$ cat src/rtl/cmic_pkg.sv
// package for the clock mode initialisation and machine clock output block
// assumes a single 100 MHz system clock; a 3-bit mode code is the machine clock half period minus one, in reference ticks
package cmic_pkg;

    localparam int unsigned CMIC_MODE_W    = 3;
    localparam int unsigned CMIC_CNT_W     = 3;
    localparam int unsigned CMIC_CLK_MHZ   = 100;
    localparam logic [1:0]  CMIC_RST_SYNC0 = 2'h0;
    localparam logic        CMIC_MCLK_RST  = 1'h0;
    localparam logic        CMIC_OE_RST    = 1'h0;
    localparam logic [CMIC_CNT_W-1:0] CMIC_CNT_RST = 3'h0;

    typedef logic [CMIC_MODE_W-1:0] cmic_mode_t;

    // software write request for the clock mode register
    typedef struct packed {
        logic       valid;
        cmic_mode_t data;
    } cmic_mode_wr_t;

    // the three mode select pins
    typedef struct packed {
        logic c;
        logic b;
        logic a;
    } cmic_sel_pins_t;

endpackage : cmic_pkg

$ cat src/rtl/cmic_top.sv
// clock mode register with reset-time pin capture, and machine clock output
// assumes inputs synchronous to CLOCK_IN and that CLOCK_IN runs while reset is held
// Operation
// - while reset is low, sample the three clock mode select pins every clock
// - the mode register starts from the sampled pin levels after reset
// - after reset, software may rewrite the clock mode register
// - after reset, mode select pins have no effect until next reset
// - machine clock output completes one period per machine cycle
// - global output-disable low drives the machine clock output enable low one clock later
// - without the internal oscillator, the reference comes from the external clock pin
`timescale 1ns/10ps
`default_nettype none

module cmic_top
    import cmic_pkg::*;
(
    input  wire logic           CLOCK_IN,
    input  wire logic           RESETN_IN,
    input  wire cmic_sel_pins_t CLOCK_MODE_SELECT_IN,
    input  wire logic           EXTERNAL_CLOCK_INPUT_IN,
    input  wire logic           OSCILLATOR_ENABLE_IN,
    input  wire logic           OUTPUTS_OFF_N_IN,
    input  wire cmic_mode_wr_t  MODE_WRITE_IN,
    output var  cmic_mode_t     CLOCK_MODE_OUT,
    output var  logic           MACHINE_CLOCK_OUT,
    output var  logic           MACHINE_CLOCK_OE_OUT,
    output var  logic           CRYSTAL_DRIVE_OUTPUT_OUT
);

    logic [1:0]            rst_sync_q;
    logic                  rst_n_q;
    cmic_mode_t            mode_q;
    cmic_mode_t            mode_d;
    cmic_mode_t            pin_mode;
    logic                  ext_q;
    logic                  ext_prev_q;
    logic                  ext_rise;
    logic                  ref_tick;
    logic [CMIC_CNT_W-1:0] cnt_q;
    logic [CMIC_CNT_W-1:0] cnt_d;
    logic                  half_done;
    logic                  mclk_q;
    logic                  oe_q;
    logic                  xtal_q;

    // half period of the machine clock in reference ticks, minus one
    function automatic logic [CMIC_CNT_W-1:0] half_limit(input cmic_mode_t m);
        half_limit = m;
    endfunction : half_limit

    always_ff @(posedge CLOCK_IN or negedge RESETN_IN) begin
        if (!RESETN_IN) begin
            rst_sync_q <= CMIC_RST_SYNC0;
        end else begin
            rst_sync_q <= {rst_sync_q[0], 1'b1};
        end
    end
    assign rst_n_q = rst_sync_q[1];

    assign pin_mode = {CLOCK_MODE_SELECT_IN.c, CLOCK_MODE_SELECT_IN.b, CLOCK_MODE_SELECT_IN.a};

    // capture is clocked rather than async-loaded so no port feeds a reset value
    assign mode_d = !rst_n_q            ? pin_mode :
                    MODE_WRITE_IN.valid ? MODE_WRITE_IN.data :
                                          mode_q;

    always_ff @(posedge CLOCK_IN) begin
        mode_q <= mode_d;
    end
    assign CLOCK_MODE_OUT = mode_q;

    // external pin is treated as a slow synchronous reference, so only rising edges count
    assign ext_rise  = ext_q & ~ext_prev_q;
    assign ref_tick  = OSCILLATOR_ENABLE_IN ? 1'b1 : ext_rise;
    assign half_done = ref_tick && (cnt_q == half_limit(mode_q));
    assign cnt_d     = half_done ? CMIC_CNT_RST :
                       ref_tick  ? cnt_q + 3'h1 : cnt_q;

    always_ff @(posedge CLOCK_IN or negedge rst_n_q) begin
        if (!rst_n_q) begin
            ext_q      <= 1'h0;
            ext_prev_q <= 1'h0;
            cnt_q      <= CMIC_CNT_RST;
            mclk_q     <= CMIC_MCLK_RST;
            oe_q       <= CMIC_OE_RST;
            xtal_q     <= 1'h0;
        end else begin
            ext_q      <= EXTERNAL_CLOCK_INPUT_IN;
            ext_prev_q <= ext_q;
            cnt_q      <= cnt_d;
            mclk_q     <= mclk_q ^ half_done;
            oe_q       <= OUTPUTS_OFF_N_IN;
            xtal_q     <= OSCILLATOR_ENABLE_IN & ~ext_q;
        end
    end

    assign MACHINE_CLOCK_OUT        = mclk_q;
    assign MACHINE_CLOCK_OE_OUT     = oe_q;
    // crystal drive stays quiet when the oscillator is unused, as the pin is left open
    assign CRYSTAL_DRIVE_OUTPUT_OUT = xtal_q;
endmodule : cmic_top

`default_nettype wire

$ cat config.mk
export PLATFORM = sky130hd
export DESIGN_NAME = cmic_top
export DESIGN_NICKNAME = d
export VERILOG_FILES = /design/src/rtl/cmic_pkg.sv /design/src/rtl/cmic_top.sv
export SDC_FILE = /design/constraint.sdc
export NUM_CORES = 1
export LEC_CHECK = 0
export BUFFER_PORTS_ARGS = -buffer_cell sky130_fd_sc_hd__buf_2
export CAP_MARGIN = 20
export CORE_AREA = 2 2 39 41
export CTS_CLUSTER_DIAMETER = 100
export DETAILED_ROUTE_END_ITERATION = 16
export DIE_AREA = 0 0 41 43
export GPL_ROUTABILITY_DRIVEN = 0
export PLACE_DENSITY_LB_ADDON = 0.08
export SYNTH_ARGS = -nofsm -noshare
export SYNTH_HDL_FRONTEND = slang
export SYNTH_SLANG_ARGS = --single-unit
$ cat constraint.sdc
create_clock -name CLOCK_IN -period 0.8 [get_ports CLOCK_IN]
set_clock_uncertainty 0.1 [all_clocks]
set_input_delay 0.04 -clock CLOCK_IN [delete_from_list [all_inputs] [get_ports CLOCK_IN]]
set_output_delay 0.04 -clock CLOCK_IN [all_outputs]
set_load 0.05 [all_outputs]
-- Yosys cells after proc, flatten, opt, wreduce, memory -nomap -nowiden
Index checks and enable logic that the tools add are counted.
- register bits: 13
- latch bits: 0
- memory bits (writable): 0
- ROM bits: 0
- word-level logic and storage cells: 23
- memories kept: 0
- add/sub/neg operators: 1
- multipliers: 0
- divide/modulo/power cells: 0
- magnitude comparators: 0
- eq/ne operators: 2
- shift operators: 0
- muxes and demuxes: 5
- bitwise operators: 5
- reduce and logical (&&, ||, !) cells: 2
- operators with widths (cell ; count):
    $mux W3 ; 4
    $add A3 B1 Y3 const B ; 1
    $eq A3 B3 Y1 ; 1
    $and A1 B1 Y1 ; 2
    $ne A2 B2 Y1 const B ; 1
    $not A1 Y1 ; 2
    $reduce_bool A2 Y1 ; 1
    $logic_and A1 B1 Y1 ; 1
    $mux W1 ; 1
    $xor A1 B1 Y1 ; 1

-- Depth between registers and ports, before layout
- depth in word-level cells: 5
- mapped depth: 4
- gate-level depth less buffers: 4

-- Worst setup path before layout
No wires, ideal clock.
- kind: register -> register
- from: register mode_q[0] (netlist: CLOCK_MODE_OUT[0])
- to: register mclk_q (netlist: MACHINE_CLOCK_OUT)
- setup time: 0.082 ns
- arrival time: 1.266 ns
- required time: 0.618 ns
- setup slack: -0.647 ns
- stages on the path, launching flop included: 5
- buffers on the path: 0
- path through: edfxtp_1 -> xnor2_2 -> nand2_1 -> nor3_2 -> xor2_1
- longest elaborated chain between the ends: 3
- RTL lines (element ; RTL line ; RTL):
    start, declared ; cmic_top.sv:32 ; cmic_mode_t mode_q;
    start signal, assigned ; cmic_top.sv:68 ; mode_q <= mode_d;
    $eq A3 B3 Y1 ; cmic_top.sv:75 ; assign half_done = ref_tick && (cnt_q == half_limit(mode_q));
    $logic_and A1 B1 Y1 ; cmic_top.sv:75 ;
    $xor A1 B1 Y1 ; cmic_top.sv:91 ; mclk_q <= mclk_q ^ half_done;
    end signal, assigned ; cmic_top.sv:91 ;
    end, declared ; cmic_top.sv:42 ; logic mclk_q;
Every way passes these cells.
A chain may end at the register's enable or synchronous reset.

-- Worst setup path after layout
- from: register mode_q[0] (netlist: CLOCK_MODE_OUT[0])
- to: register cnt_q[2]
- longest elaborated chain between the ends: 3
- elaborated cells on any way between the ends: 4
- those cells by class: eq/ne: 1; mux: 1; reduce/logical: 2
- RTL lines (element ; RTL line ; RTL):
    $eq A3 B3 Y1 * ; cmic_top.sv:75 ;
    $logic_and A1 B1 Y1 * ; cmic_top.sv:75 ;
    $mux W3 / $reduce_bool A2 Y1 (equally long branches) ; n/a ;
    end signal, assigned ; cmic_top.sv:90 ; cnt_q <= cnt_d;
    end, declared ; cmic_top.sv:39 ; logic [CMIC_CNT_W-1:0] cnt_q;
Mark *: on every way between the ends. The rest lies on a longest branch, timed or not.

==> reports/qor.yml <==
status: "finished, violations left"
violations: "hold timing, setup timing"
worstPathArrival_ps: 1250
hpwl_um: 671.5
yosysTopAreaCell: "dfrtp_1"
yosys_warnings: 0
worst_hold_slack_ps: -33.20
grt_pass1_vias: 402
critical_path_class: "reg2reg"
row_count: 14
vias_per_cell: 4.528
fmax_mhz: 836.1
syn_area_per_cell_um2: 13.27
layout_common_cells: "buf_2 (11), dfrtp_1 (9), buf_6 (7)"
post_drt_wl_per_cell_um: 9.888
layout_min_cycle_time_ps: 1196
gr-total-overflow: 0
ctsHtreeMaxLevel: 1
final_cells: 89
final_nets: 87
place_ws_ps: -389.2
ys_types: 18
final_common_cell: "buf_2"
syn_inst: 41
ir_drop_v: 0.001231
postCtsHoldBufs: 4
p_leak_nw: 0.4115
die_h_um: 43
finalWirelength_um: 880
rsz0062_at_grt: "yes"
finalWorstSetupSlack_ps: -396.1
die-width_um: 41
worstPathMaxFanout: 3
netlist_area_um2: 544.3
grt.total_usage_pct: 13.13
drc: 0
grt_max_degree: 9
p_per_area_nw_per_um2: 2694
cp-end-kind: "flop"
initial_core_util_pct: 39.33
yosysTopAreaCellShare_pct: 45.98
fin_util_pct: 60.67
root_buffer: "clkbuf_4"
coreArea_um2: 1384
multi_input_comb_area_um2: 217.7
synthTopCellsByArea: "dfrtp_1 (46%), edfxtp_1 (17%), mux2_1 (6.2%)"
port_buffers: 17
nFillCells: 110
area_growth_pct: 54.25
finalMaxSlewViolations: 0
cts.sinks: 13
maxCapViolCount: 0
startpoint_type: "flop"
cts_buffers: 3
setup_viol: 16
seqCellArea_um2: 341.6
clock_latency_ps: 270
io_pins: 18
hold_viol_final: 8
cts_tree: "built"
via_count: 403
clockBufferDepth: 2
post-route-period-util_pct: 149.5
diodes: 0
drtIter0Drc: 2
cts.clk_slew.worst_paths_ps: 80
syn_nets: 54
yosysSeqAreaShare_pct: 62.53
dr.pass1.iters: 2
antenna_found_initial: 0
hold_class: "in2async"
drtAntennaViolNets: 0
synth-seq-cells: 13
dieArea_um2: 1763
critPathRequiredTime_ps: 860
placedCellCount: 79
drive_gt1_share_pct: 49.32
grt_first_pass_wirelength_um: 1531
==> report_power, final <==
| group | leakage, nW | total, W | internal, W | switching (W) |
|---|---|---|---|---|
| logic | 0.248 | 0.000924 | 0.000470 | 0.000453 |
| registers | 0.148 | 0.000941 | 0.000817 | 0.000125 |
| clock network | 0.0150 | 0.000396 | 0.000193 | 0.000203 |
| total | 0.412 | 0.00226 | 0.00148 | 0.000782 |
==> sequential cells by signal (all words and copies together) (netlist names) <==
register,count
MACHINE_CLOCK_OE_OUT,1
MACHINE_CLOCK_OUT,1
cnt_q,3
CRYSTAL_DRIVE_OUTPUT_OUT,1
CLOCK_MODE_OUT,3
rst_sync_q,2
ext_q,1
ext_prev_q,1
==> worst max-delay path: stages (launching register included) <==
cell and delay [ps]:
edfxtp_1 450, xnor2_2 190, nand2_2 100, o2111ai_1 190
nand2_1 60
==> final timing paths <==
kind	startpoint	to	slack [ps]	cells past startpoint
worst max-delay path	CLOCK_MODE_OUT[0]$_DFFE_PP_	cnt_q[2]$_DFFE_PN0P_	-400	4
worst min-delay path	RESETN_IN	rst_sync_q[0]$_DFF_PN0_	-30	2
worst max register to register	CLOCK_MODE_OUT[0]$_DFFE_PP_	cnt_q[2]$_DFFE_PN0P_	-400	4
worst min register to register	rst_sync_q[0]$_DFF_PN0_	rst_sync_q[1]$_DFF_PN0_	260	0
max in group asynchronous	rst_sync_q[1]$_DFF_PN0_	cnt_q[2]$_DFFE_PN0P_	210	2
min in group CLOCK_IN	MODE_WRITE_IN[1]	CLOCK_MODE_OUT[1]$_DFFE_PP_	-30	2
==> metrics by stage <==
step	hold WS [ps]	setup TNS [ps]	cell area (µm²)	power, W
after CTS	-45.35	-4460	828.3	0.002252
after detailed placement	-271.1	-3194	706.9	0.001710
after global routing	-49.33	-5142	839.6	0.002450
final	-33.20	-4357	839.6	0.002261
after floorplan	-355.6	-4043	564.3	0.001506
after global placement	-271.6	-3357	706.9	0.001711
==> logic make-up (layout without fill, tap and decap cells) <==
logic type                 after synthesis  count (layout)  share of synthesized area (%)
buffers and inverters                    2              34                          1.380
adders and majority gates                1               1                          2.298
xor gates and xnor gates                 4               4                          9.196
other                                    1               1                         0.6890
AOI/OAI and AO/OA                        7               7                          8.277
and+or+nand+nor                         10              10                          9.425
DFF                                     13              13                          62.53
muxes                                    3               3                          6.206
==> per-layer routing <==
metal	vias to the layer above	share of wire (%)	GRT usage [%]
li1	202	-	-
met4	0	0.45	8.000
met2	12	54	20.63
met5	-	0	0
met3	2	5.0	3.141
met1	187	40	15.17
==> synthesized netlist by cell type <==
| cell type | number |
|---|---|
| a21o_1 | 1 |
| a21oi_1 | 2 |
| a311oi_1 | 1 |
| conb_1 | 1 |
| dfrtp_1 | 10 |
| edfxtp_1 | 3 |
| ha_1 | 1 |
| inv_1 | 2 |
| mux2_1 | 3 |
| nand2_1 | 5 |
| nand2b_1 | 2 |
| nor2_1 | 1 |
| nor2b_1 | 1 |
| nor3_2 | 1 |
| o2111ai_1 | 1 |
| o21ai_1 | 2 |
| xnor2_2 | 2 |
| xor2_1 | 2 |
==> timing repair <==
| action | in CTS | in global routing |
|---|---|---|
| gates resized for setup | 15 | 1 |
| hold endpoints to repair | 11 | 8 |
| setup buffers | 1 | 1 |
| setup endpoints to repair | 16 | 16 |
==> layout make-up <==
cell class,count,area share [%]
Multi-Input combinational cell,26,25.93
Inverter,2,0.8942
Sequential cell,13,40.69
Tap cell,16,2.385
Timing Repair Buffer,28,26.97
Clock buffer,4,3.130
No activity file was read; power rests on OpenSTA's default activity.
